File: config.mk
export PLATFORM = sky130hd
export DESIGN_NAME = prs_core
export DESIGN_NICKNAME = d
export VERILOG_FILES = /design/src/prs_pkg.sv /design/src/prs_core.sv
export VERILOG_INCLUDE_DIRS = /design/src
export SDC_FILE = /design/constraint.sdc
export NUM_CORES = 1
export LEC_CHECK = 0
export BUFFER_PORTS_ARGS = -buffer_cell sky130_fd_sc_hd__buf_4
export CAP_MARGIN = 5
export CELL_PAD_IN_SITES_DETAIL_PLACEMENT = 1
export CELL_PAD_IN_SITES_GLOBAL_PLACEMENT = 2
export CORE_UTILIZATION = 43
export CTS_BUF_LIST = sky130_fd_sc_hd__clkbuf_8
export CTS_CLUSTER_SIZE = 24
export DETAILED_ROUTE_END_ITERATION = 6
export PLACE_DENSITY_LB_ADDON = 0.1
export SLEW_MARGIN = 15
export SYNTH_ARGS = -nofsm -noshare
export SYNTH_HDL_FRONTEND = slang
export SYNTH_SLANG_ARGS = --single-unit
File: constraint.sdc
create_clock -name aclk -period 4.8 [get_ports aclk]
set_input_delay 0.24 -clock aclk [delete_from_list [all_inputs] [get_ports aclk]]
set_output_delay 0.24 -clock aclk [all_outputs]
set_load 0.05 [all_outputs]
File: src/prs_defines.svh
`ifndef PRS_DEFINES_SVH
`define PRS_DEFINES_SVH
// ==========================================
// register byte offsets
`define PRS_OFF_CAUSE 8'h00
`define PRS_OFF_RETURN_STACK_POINTER 8'h04
`define PRS_OFF_PCL 8'h08
`define PRS_OFF_LATH 8'h0c
`define PRS_OFF_LATU 8'h10
`define PRS_OFF_TOS 8'h14
`define PRS_OFF_PCRD 8'h18
// ==========================================
// cause register bit positions
`define PRS_B_INTERRUPT_PRIORITY_ENABLE 7
`define PRS_B_SOFTWARE_BROWNOUT_ENABLE 6
`define PRS_B_RI 4
`define PRS_B_TO 3
`define PRS_B_PD 2
`define PRS_B_POR 1
`define PRS_B_BOR 0
// ==========================================
// stack pointer register bit positions
`define PRS_B_FULL 7
`define PRS_B_UNF 6
// ==========================================
// vectors and constants
`define PRS_VEC_RESET 21'h000000
`define PRS_VEC_HIGH 21'h000008
`define PRS_VEC_LOW 21'h000018
`define PRS_PC_STEP 21'h000002
`define PRS_SP_MAX 5'h1f
`define PRS_SP_EMPTY 5'h00
`define PRS_BOR_SW 2'h1
`define PRS_RESP_OKAY 2'h0
`define PRS_RESP_SLVERR 2'h2
`endif

File: src/prs_pkg.sv
package prs_pkg;
	typedef enum logic [3:0] {
		PRS_EV_NONE = 4'h0,
		PRS_EV_POR = 4'h1,
		PRS_EV_RESET_INSTR = 4'h2,
		PRS_EV_BROWNOUT = 4'h3,
		PRS_EV_EXTERNAL_MASTER_CLEAR_RUN = 4'h4,
		PRS_EV_EXTERNAL_MASTER_CLEAR_IDLE = 4'h5,
		PRS_EV_EXTERNAL_MASTER_CLEAR_FULL = 4'h6,
		PRS_EV_WDT_RUN = 4'h7,
		PRS_EV_WDT_SLEEP = 4'h8,
		PRS_EV_IRQ_WAKE = 4'h9
	} prs_event_e;
	typedef enum logic [3:0] {
		PRS_OP_NONE = 4'h0,
		PRS_OP_SEQ = 4'h1,
		PRS_OP_JUMP = 4'h2,
		PRS_OP_CALL = 4'h3,
		PRS_OP_RET = 4'h4,
		PRS_OP_IRQ_HIGH = 4'h5,
		PRS_OP_IRQ_LOW = 4'h6,
		PRS_OP_PCL_WR = 4'h7,
		PRS_OP_PCL_RD = 4'h8,
		PRS_OP_PUSH = 4'h9,
		PRS_OP_POP = 4'ha
	} prs_op_e;
	typedef enum logic [2:0] {
		PRS_RD_IDLE = 3'b001,
		PRS_RD_WAIT = 3'b010,
		PRS_RD_RESP = 3'b100
	} prs_rd_e;
endpackage

File: src/prs_core.sv
`timescale 1ns/1ps
`include "prs_defines.svh"
module prs_core #(
	parameter int MEM_BYTES = 32768
) (
	// clock and reset
	input wire logic aclk,
	input wire logic aresetn,
	// configuration straps
	input wire logic [1:0] brownout_control_mode,
	input wire logic stack_overflow_reset_enable,
	// execution core
	input wire logic [3:0] core_op,
	input wire logic [20:0] core_target,
	input wire logic [7:0] core_pcl_wdata,
	input wire logic [3:0] reset_event,
	input wire logic global_irq_enable_high,
	input wire logic global_irq_enable_low,
	input wire logic [15:0] fetch_word,
	output logic [20:0] pc_out,
	output logic [15:0] fetch_data,
	output logic [7:0] pcl_rdata,
	output logic stack_reset_req,
	// axi4-lite slave
	input wire logic [7:0] s_axi_awaddr,
	input wire logic s_axi_awvalid,
	output logic s_axi_awready,
	input wire logic [31:0] s_axi_wdata,
	input wire logic [3:0] s_axi_wstrb,
	input wire logic s_axi_wvalid,
	output logic s_axi_wready,
	output logic [1:0] s_axi_bresp,
	output logic s_axi_bvalid,
	input wire logic s_axi_bready,
	input wire logic [7:0] s_axi_araddr,
	input wire logic s_axi_arvalid,
	output logic s_axi_arready,
	output logic [31:0] s_axi_rdata,
	output logic [1:0] s_axi_rresp,
	output logic s_axi_rvalid,
	input wire logic s_axi_rready
);
	// ==========================================
	// state
	logic [20:0] pc_r;
	logic [7:0] pc_high_latch_r;
	logic [4:0] pc_upper_latch_r;
	logic [4:0] sp_r;
	logic [20:0] stack_mem [1:31];
	logic stack_full_flag_r;
	logic stack_underflow_flag_r;
	logic instruction_reset_flag_r;
	logic timeout_flag_r;
	logic power_down_flag_r;
	logic poweron_flag_r;
	logic brownout_flag_r;
	logic software_brownout_enable_r;
	logic interrupt_priority_enable_r;
	logic [20:0] tos_w;
	logic push_w;
	logic pop_w;
	logic sys_reset_w;
	logic full_trip_w;
	logic unf_trip_w;
	prs_pkg::prs_event_e ev;
	prs_pkg::prs_op_e op;
	// axi state
	logic aw_held_r;
	logic w_held_r;
	logic [7:0] aw_addr_r;
	logic [31:0] w_data_r;
	logic [3:0] w_strb_r;
	logic wr_go_w;
	logic [7:0] sw_wr_addr;
	logic sw_sp_wr_w;
	logic sw_tos_wr_w;
	logic [7:0] rd_addr_r;
	prs_pkg::prs_rd_e rd_st_r;

	assign ev = prs_pkg::prs_event_e'(reset_event);
	assign op = prs_pkg::prs_op_e'(core_op);

	// ==========================================
	// helpers
	function automatic logic [20:0] pc_align(input logic [20:0] a);
		pc_align = {a[20:1], 1'b0};
	endfunction

	function automatic logic [20:0] pc_next(input logic [20:0] a);
		pc_next = pc_align(a + `PRS_PC_STEP);
	endfunction

	// ==========================================
	// stack control
	assign push_w = (op == prs_pkg::PRS_OP_CALL) || (op == prs_pkg::PRS_OP_IRQ_HIGH) ||
		(op == prs_pkg::PRS_OP_IRQ_LOW) || (op == prs_pkg::PRS_OP_PUSH);
	assign pop_w = (op == prs_pkg::PRS_OP_RET) || (op == prs_pkg::PRS_OP_POP);
	assign tos_w = (sp_r == `PRS_SP_EMPTY) ? `PRS_VEC_RESET : stack_mem[sp_r];
	// 31st push with the overflow reset option on trips a reset
	assign full_trip_w = push_w && (sp_r == `PRS_SP_MAX - 5'h01) && stack_overflow_reset_enable;
	assign unf_trip_w = pop_w && (sp_r == `PRS_SP_EMPTY);
	assign sys_reset_w = (ev == prs_pkg::PRS_EV_POR) || (ev == prs_pkg::PRS_EV_RESET_INSTR) ||
		(ev == prs_pkg::PRS_EV_BROWNOUT) || (ev == prs_pkg::PRS_EV_EXTERNAL_MASTER_CLEAR_RUN) ||
		(ev == prs_pkg::PRS_EV_EXTERNAL_MASTER_CLEAR_IDLE) || (ev == prs_pkg::PRS_EV_EXTERNAL_MASTER_CLEAR_FULL) ||
		(ev == prs_pkg::PRS_EV_WDT_RUN);

	// ==========================================
	// stack array, no reset so it keeps contents across resets
	always_ff @(posedge aclk)
	begin
		if (sw_tos_wr_w && sp_r != `PRS_SP_EMPTY)
			stack_mem[sp_r] <= pc_align(w_data_r[20:0]);
		else if (!sys_reset_w && push_w && sp_r != `PRS_SP_MAX)
			stack_mem[sp_r + 5'h01] <= (op == prs_pkg::PRS_OP_PUSH) ? pc_r : pc_next(pc_r);
	end

	// ==========================================
	// stack pointer
	always_ff @(posedge aclk)
	begin
		if (!aresetn || sys_reset_w)
			sp_r <= `PRS_SP_EMPTY;
		else if (full_trip_w)
			sp_r <= `PRS_SP_EMPTY;
		else if (sw_sp_wr_w && w_strb_r[0])
			sp_r <= w_data_r[4:0];
		else if (push_w && sp_r != `PRS_SP_MAX)
			sp_r <= sp_r + 5'h01;
		else if (pop_w && sp_r != `PRS_SP_EMPTY)
			sp_r <= sp_r - 5'h01;
	end

	// ==========================================
	// stack flags, hardware set wins over software clear
	always_ff @(posedge aclk)
	begin
		if (!aresetn || ev == prs_pkg::PRS_EV_POR)
		begin
			stack_full_flag_r <= 1'b0;
			stack_underflow_flag_r <= 1'b0;
		end
		else
		begin
			if (push_w && sp_r >= `PRS_SP_MAX - 5'h01)
				stack_full_flag_r <= 1'b1;
			else if (sw_sp_wr_w && w_strb_r[0] && !w_data_r[`PRS_B_FULL])
				stack_full_flag_r <= 1'b0;
			if (unf_trip_w)
				stack_underflow_flag_r <= 1'b1;
			else if (sw_sp_wr_w && w_strb_r[0] && !w_data_r[`PRS_B_UNF])
				stack_underflow_flag_r <= 1'b0;
		end
	end

	// ==========================================
	// reset-cause flags
	always_ff @(posedge aclk)
	begin
		if (!aresetn || ev == prs_pkg::PRS_EV_POR)
		begin
			instruction_reset_flag_r <= 1'b1;
			timeout_flag_r <= 1'b1;
			power_down_flag_r <= 1'b1;
			poweron_flag_r <= 1'b0;
			brownout_flag_r <= 1'b0;
			interrupt_priority_enable_r <= 1'b0;
			software_brownout_enable_r <= (brownout_control_mode == `PRS_BOR_SW);
		end
		else
		begin
			unique case (ev)
				prs_pkg::PRS_EV_RESET_INSTR: instruction_reset_flag_r <= 1'b0;
				prs_pkg::PRS_EV_BROWNOUT:
				begin
					instruction_reset_flag_r <= 1'b1;
					timeout_flag_r <= 1'b1;
					power_down_flag_r <= 1'b1;
					brownout_flag_r <= 1'b0;
				end
				prs_pkg::PRS_EV_EXTERNAL_MASTER_CLEAR_RUN: timeout_flag_r <= 1'b1;
				prs_pkg::PRS_EV_EXTERNAL_MASTER_CLEAR_IDLE:
				begin
					timeout_flag_r <= 1'b1;
					power_down_flag_r <= 1'b0;
				end
				prs_pkg::PRS_EV_WDT_RUN: timeout_flag_r <= 1'b0;
				prs_pkg::PRS_EV_WDT_SLEEP:
				begin
					timeout_flag_r <= 1'b0;
					power_down_flag_r <= 1'b0;
				end
				prs_pkg::PRS_EV_IRQ_WAKE: power_down_flag_r <= 1'b0;
				default:
				begin
					if (wr_go_w && sw_wr_addr == `PRS_OFF_CAUSE && w_strb_r[0])
					begin
						interrupt_priority_enable_r <= w_data_r[`PRS_B_INTERRUPT_PRIORITY_ENABLE];
						poweron_flag_r <= w_data_r[`PRS_B_POR];
						brownout_flag_r <= w_data_r[`PRS_B_BOR];
						if (brownout_control_mode == `PRS_BOR_SW)
							software_brownout_enable_r <= w_data_r[`PRS_B_SOFTWARE_BROWNOUT_ENABLE];
					end
				end
			endcase
			// other resets: software enable stays only in software mode
			if (sys_reset_w && ev != prs_pkg::PRS_EV_POR && brownout_control_mode != `PRS_BOR_SW)
				software_brownout_enable_r <= 1'b0;
		end
	end

	// ==========================================
	// program counter and latches
	always_ff @(posedge aclk)
	begin
		if (!aresetn || sys_reset_w || full_trip_w || unf_trip_w)
			pc_r <= `PRS_VEC_RESET;
		else if (ev == prs_pkg::PRS_EV_WDT_SLEEP)
			pc_r <= pc_next(pc_r);
		else if (ev == prs_pkg::PRS_EV_IRQ_WAKE)
		begin
			if (global_irq_enable_high)
				pc_r <= `PRS_VEC_HIGH;
			else if (global_irq_enable_low)
				pc_r <= `PRS_VEC_LOW;
			else
				pc_r <= pc_next(pc_r);
		end
		else
		begin
			unique case (op)
				prs_pkg::PRS_OP_SEQ: pc_r <= pc_next(pc_r);
				prs_pkg::PRS_OP_JUMP, prs_pkg::PRS_OP_CALL: pc_r <= pc_align(core_target);
				prs_pkg::PRS_OP_RET: pc_r <= tos_w;
				prs_pkg::PRS_OP_IRQ_HIGH: pc_r <= `PRS_VEC_HIGH;
				prs_pkg::PRS_OP_IRQ_LOW: pc_r <= `PRS_VEC_LOW;
				prs_pkg::PRS_OP_PCL_WR: pc_r <= {pc_upper_latch_r, pc_high_latch_r, core_pcl_wdata[7:1], 1'b0};
				prs_pkg::PRS_OP_PUSH, prs_pkg::PRS_OP_POP: pc_r <= pc_next(pc_r);
				default: pc_r <= pc_r;
			endcase
		end
	end

	always_ff @(posedge aclk)
	begin
		if (!aresetn || ev == prs_pkg::PRS_EV_POR)
		begin
			pc_high_latch_r <= 8'h00;
			pc_upper_latch_r <= 5'h00;
		end
		else if (op == prs_pkg::PRS_OP_PCL_RD)
		begin
			pc_high_latch_r <= pc_r[15:8];
			pc_upper_latch_r <= pc_r[20:16];
		end
		else if (wr_go_w && sw_wr_addr == `PRS_OFF_LATH && w_strb_r[0])
			pc_high_latch_r <= w_data_r[7:0];
		else if (wr_go_w && sw_wr_addr == `PRS_OFF_LATU && w_strb_r[0])
			pc_upper_latch_r <= w_data_r[4:0];
	end

	// ==========================================
	// core-facing outputs
	always_ff @(posedge aclk)
	begin
		if (!aresetn)
		begin
			fetch_data <= 16'h0000;
			pcl_rdata <= 8'h00;
			stack_reset_req <= 1'b0;
		end
		else
		begin
			fetch_data <= (32'(pc_r) < 32'(MEM_BYTES)) ? fetch_word : 16'h0000;
			pcl_rdata <= pc_r[7:0];
			stack_reset_req <= full_trip_w || (unf_trip_w && stack_overflow_reset_enable);
		end
	end
	assign pc_out = pc_r;

	// ==========================================
	// axi write channel
	assign wr_go_w = aw_held_r && w_held_r && !s_axi_bvalid;
	assign sw_wr_addr = aw_addr_r;
	assign sw_sp_wr_w = wr_go_w && sw_wr_addr == `PRS_OFF_RETURN_STACK_POINTER;
	assign sw_tos_wr_w = wr_go_w && sw_wr_addr == `PRS_OFF_TOS;
	assign s_axi_awready = !aw_held_r && aresetn;
	assign s_axi_wready = !w_held_r && aresetn;

	always_ff @(posedge aclk)
	begin
		if (!aresetn)
		begin
			aw_held_r <= 1'b0;
			w_held_r <= 1'b0;
			aw_addr_r <= 8'h00;
			w_data_r <= 32'h00000000;
			w_strb_r <= 4'h0;
			s_axi_bvalid <= 1'b0;
			s_axi_bresp <= `PRS_RESP_OKAY;
		end
		else
		begin
			if (s_axi_awvalid && s_axi_awready)
			begin
				aw_held_r <= 1'b1;
				aw_addr_r <= s_axi_awaddr;
			end
			if (s_axi_wvalid && s_axi_wready)
			begin
				w_held_r <= 1'b1;
				w_data_r <= s_axi_wdata;
				w_strb_r <= s_axi_wstrb;
			end
			if (wr_go_w)
			begin
				aw_held_r <= 1'b0;
				w_held_r <= 1'b0;
				s_axi_bvalid <= 1'b1;
				s_axi_bresp <= (sw_wr_addr <= `PRS_OFF_PCRD && sw_wr_addr[1:0] == 2'h0) ?
					`PRS_RESP_OKAY : `PRS_RESP_SLVERR;
			end
			else if (s_axi_bvalid && s_axi_bready)
				s_axi_bvalid <= 1'b0;
		end
	end

	// ==========================================
	// axi read channel
	assign s_axi_arready = (rd_st_r == prs_pkg::PRS_RD_IDLE) && aresetn;
	assign s_axi_rvalid = (rd_st_r == prs_pkg::PRS_RD_RESP);

	always_ff @(posedge aclk)
	begin
		if (!aresetn)
		begin
			rd_st_r <= prs_pkg::PRS_RD_IDLE;
			rd_addr_r <= 8'h00;
			s_axi_rdata <= 32'h00000000;
			s_axi_rresp <= `PRS_RESP_OKAY;
		end
		else
		begin
			unique case (rd_st_r)
				prs_pkg::PRS_RD_IDLE:
					if (s_axi_arvalid)
					begin
						rd_addr_r <= s_axi_araddr;
						rd_st_r <= prs_pkg::PRS_RD_WAIT;
					end
				prs_pkg::PRS_RD_WAIT:
				begin
					s_axi_rresp <= `PRS_RESP_OKAY;
					unique case (rd_addr_r)
						`PRS_OFF_CAUSE: s_axi_rdata <= {24'h000000, interrupt_priority_enable_r,
							software_brownout_enable_r, 1'b0, instruction_reset_flag_r, timeout_flag_r,
							power_down_flag_r, poweron_flag_r, brownout_flag_r};
						`PRS_OFF_RETURN_STACK_POINTER: s_axi_rdata <= {24'h000000, stack_full_flag_r,
							stack_underflow_flag_r, 1'b0, sp_r};
						`PRS_OFF_PCL: s_axi_rdata <= {24'h000000, pc_r[7:0]};
						`PRS_OFF_LATH: s_axi_rdata <= {24'h000000, pc_high_latch_r};
						`PRS_OFF_LATU: s_axi_rdata <= {27'h0000000, pc_upper_latch_r};
						`PRS_OFF_TOS: s_axi_rdata <= {11'h000, tos_w};
						`PRS_OFF_PCRD: s_axi_rdata <= {11'h000, pc_r};
						default:
						begin
							s_axi_rdata <= 32'h00000000;
							s_axi_rresp <= `PRS_RESP_SLVERR;
						end
					endcase
					rd_st_r <= prs_pkg::PRS_RD_RESP;
				end
				prs_pkg::PRS_RD_RESP:
					if (s_axi_rready)
						rd_st_r <= prs_pkg::PRS_RD_IDLE;
			endcase
		end
	end
endmodule

==> results.sh <==
export IMPL_outcome="completed"
export IMPL_power_density_nw_per_um2=370.7
export IMPL_viasPerCell=5.795
export IMPL_fin_nets=2645
export IMPL_hpwl_mm=68.08
export IMPL_root_buffer="clkbuf_8"
export IMPL_grt_pass1_wl_mm=148.9
export IMPL_htree_levels=4
export IMPL_synth_edf_count=652
export IMPL_max_cap_violations=0
export IMPL_p_int_w=0.01111
export IMPL_final_common_cell="edfxtp_1"
export IMPL_crit_arrival_ns=4.43
export IMPL_ios=204
export IMPL_layout_drive_gt1_share_pct=26.38
export IMPL_grt_max_degree=62
export IMPL_p_comb_share_pct=8.0
export IMPL_cts_tree="built"
export IMPL_power_frac_clock_pct=39.7
export IMPL_ys_seq_area_share_pct=67.51
export IMPL_maxSlewHeadroom_pct=22.76
export IMPL_fin_crit_ns=3.996
export IMPL_syn_to_final_growth_pct=19.65
export IMPL_gp_congestion=0.8901
export IMPL_ys_flop_type="edfxtp_1"
export IMPL_clock_latency_ns=0.77
export IMPL_drt_total_wl_mm=103.0
export IMPL_fin_crit_sh_pct=83.24
export IMPL_critPathMaxFanout=15
export IMPL_end_kind="flip-flop"
export IMPL_die_y_um=280.2
export IMPL_p_sw_w=0.003649
export IMPL_path_class="flip-flop to flip-flop"
export IMPL_hold_buffers=103
export IMPL_synthArstFlopShare_pct=0
export IMPL_start_kind="flip-flop"
export IMPL_port_buffer_count=174
export IMPL_dpl_cell_count=3311
export IMPL_fin_tns_setup_ns=0
export IMPL_critPathRequiredTime_ns=5.23
export IMPL_irDropWorstVdd_mv=0.3211
export IMPL_drt_pass1_iterations=7
export IMPL_layoutNonFillerInstCount=3649
export IMPL_switching_share_pct=24.73
export IMPL_skew_ns=0.02861
export IMPL_finalSetupViolations=0
export IMPL_start_util_pct=43.66
export IMPL_cts_made_buffers=137
export IMPL_hold_viol_final=0
export IMPL_ys_warn_count=0
export IMPL_antenna_found_initial=3
export IMPL_slew_violations=0
export IMPL_wl_per_cell_um=28.24
export IMPL_worstMarginPinSlew_ns=1.159
export IMPL_grt_overflow_total=0
export IMPL_chipWidth_um=280.2
export IMPL_mostFrequentLayoutCells="edfxtp_1 (652), buf_4 (260), clkbuf_8 (153), mux4_2 (149), dfxtp_1 (141)"
export IMPL_synthDistinctLibCells=83
export IMPL_grt_pass1_vias=22150
export IMPL_rsz0062_at_grt="no"
export IMPL_core_area_um2=76200
export IMPL_whs_ns=0.06856
export IMPL_num_vias=21150
export IMPL_post_cts_buffers=0
export IMPL_synth_area_per_cell_um2=15.33
export IMPL_cts_sinks=796
export IMPL_pwr_share_seq_pct=52.3
export IMPL_drtAntennaViolNets=0
export IMPL_row_count=101
export IMPL_syn_inst=2170
export IMPL_ctsResizeCount=0
export IMPL_fmax_mhz=250.3
export IMPL_ys_ff_latch=796
export IMPL_drc=0
export IMPL_synth_area_um2=33270
export IMPL_leakagePower_nw=13.46
export IMPL_hold_class="primary input to flip-flop"
export IMPL_track_usage_pct=26.33
export IMPL_clock_path_buffers=3
export IMPL_drtIter0Drc=1420
export IMPL_die_area_um2=78490
export IMPL_clkTransAtPathRegs_ns=0.06
critical path, cell delays in order (launching register included):
cell	delay (ns)
dfxtp_1	0.52
inv_1	0.23
ha_1	0.29
nor4b_4	0.15
nor4_2	0.49
a211oi_4	0.19
nand4_1	0.22
nand2_1	0.54
a211oi_4	0.67
buf_4	0.35
metal layers:
layer,vias up,global-route usage [%],wire (um)
li1,9244,-,-
met1,11080,34.06,43390
met2,642,44.42,51390
met3,179,4.055,4748
met4,0,10.61,3518
met5,-,0,0
power by group through the flow:
stage	combinational [W]	clock, W	sequential [W]
detailed placement	0.00110	0	0.00786
global route	0.00126	0.00626	0.00772
CTS	0.00118	0.00600	0.00771
global placement	0.00107	0	0.00785
finish	0.00119	0.00585	0.00772
floorplan	0.000601	0	0.00788
sequential cells by signal (all words and copies together) (netlist names), 3 cells and up, named ones only:
name / flops
w_data_r: 21
stack_mem: 651
rd_addr_r: 8
pc_out: 21
rd_st_r: 3
pcl_rdata: 8
pc_high_latch_r: 8
sp_r: 5
pc_upper_latch_r: 5
s_axi_rdata: 21
aw_addr_r: 8
fetch_data: 16
final timing paths:
check | from | to | slack [ns] | depth (start not counted)
max | sp_r[0] | stack_mem[6][14] | 0.80 | 9
min | core_target[8] | pc_out[8] | 0.07 | 5
max reg2reg | sp_r[0] | stack_mem[6][14] | 0.80 | 9
min reg2reg | s_axi_bresp[1] | s_axi_bresp[1] | 0.48 | 2
synth_stat cells, drive strengths merged (9+ instances only):
master	number	area, um^2
mux2	20	225.2
a22oi	19	142.6
o211ai	10	75.07
dfxtp	144	2883
o22ai	16	100.1
nor3	53	265.3
nand4	15	93.84
mux2i	88	880.8
a311oi	10	100.1
clkbuf	96	360.4
xnor2	19	166.4
o21ai	101	505.5
nand3	30	150.1
a31oi	9	56.30
nand2	128	480.5
a221oi	15	131.4
nand2b	14	87.58
nor2b	15	93.84
or3	9	56.30
edfxtp	652	19580
nor2	129	484.2
mux4	149	3356
inv	23	86.33
a211oi	52	402.9
xor2	18	157.7
or4	9	67.56
a21oi	79	395.4
buf	70	436.7
nor4	12	87.58
and2	40	250.2
final cells by class:
cell class	instances	area [um^2]
Antenna cell	3	7.507
Clock buffer	153	2106
Clock inverter	79	452.9
Fill cell	7339	36390
Inverter	23	86.33
Multi-Input combinational cell	1197	10310
Sequential cell	796	22470
Tap cell	1030	1289
Timing Repair Buffer	368	3083
per-stage QoR:
| step | setup slack [ns] | utilization (%) | total power [W] | cell area (um^2) |
|---|---|---|---|---|
| 2_1_floorplan | 0.4026 | - | 0.008484 | 33320 |
| 3_3_place_gp | 1.006 | 47.43 | 0.008926 | 36140 |
| 3_5_place_dp | 0.8594 | 47.43 | 0.008958 | 36140 |
| 4_1_cts | 0.8256 | 52.14 | 0.01490 | 39730 |
| 5_1_grt | 0.6360 | 52.24 | 0.01524 | 39800 |
| 6_report | 0.8043 | 52.24 | 0.01476 | 39810 |
cell families after synthesis:
kind of cell	after synthesis	share of synthesized area [%]
adder cells (fa/ha/maj)	5	0.1880
multiplexers	257	13.41
other	1	0.01127
flip-flops	796	67.51
AO/OA/AOI/OAI	391	7.845
XOR/XNOR	37	0.9740
AND/OR/NAND/NOR	494	7.408
buffers and inverters	189	2.655
No activity file was read; power rests on OpenSTA's default activity.
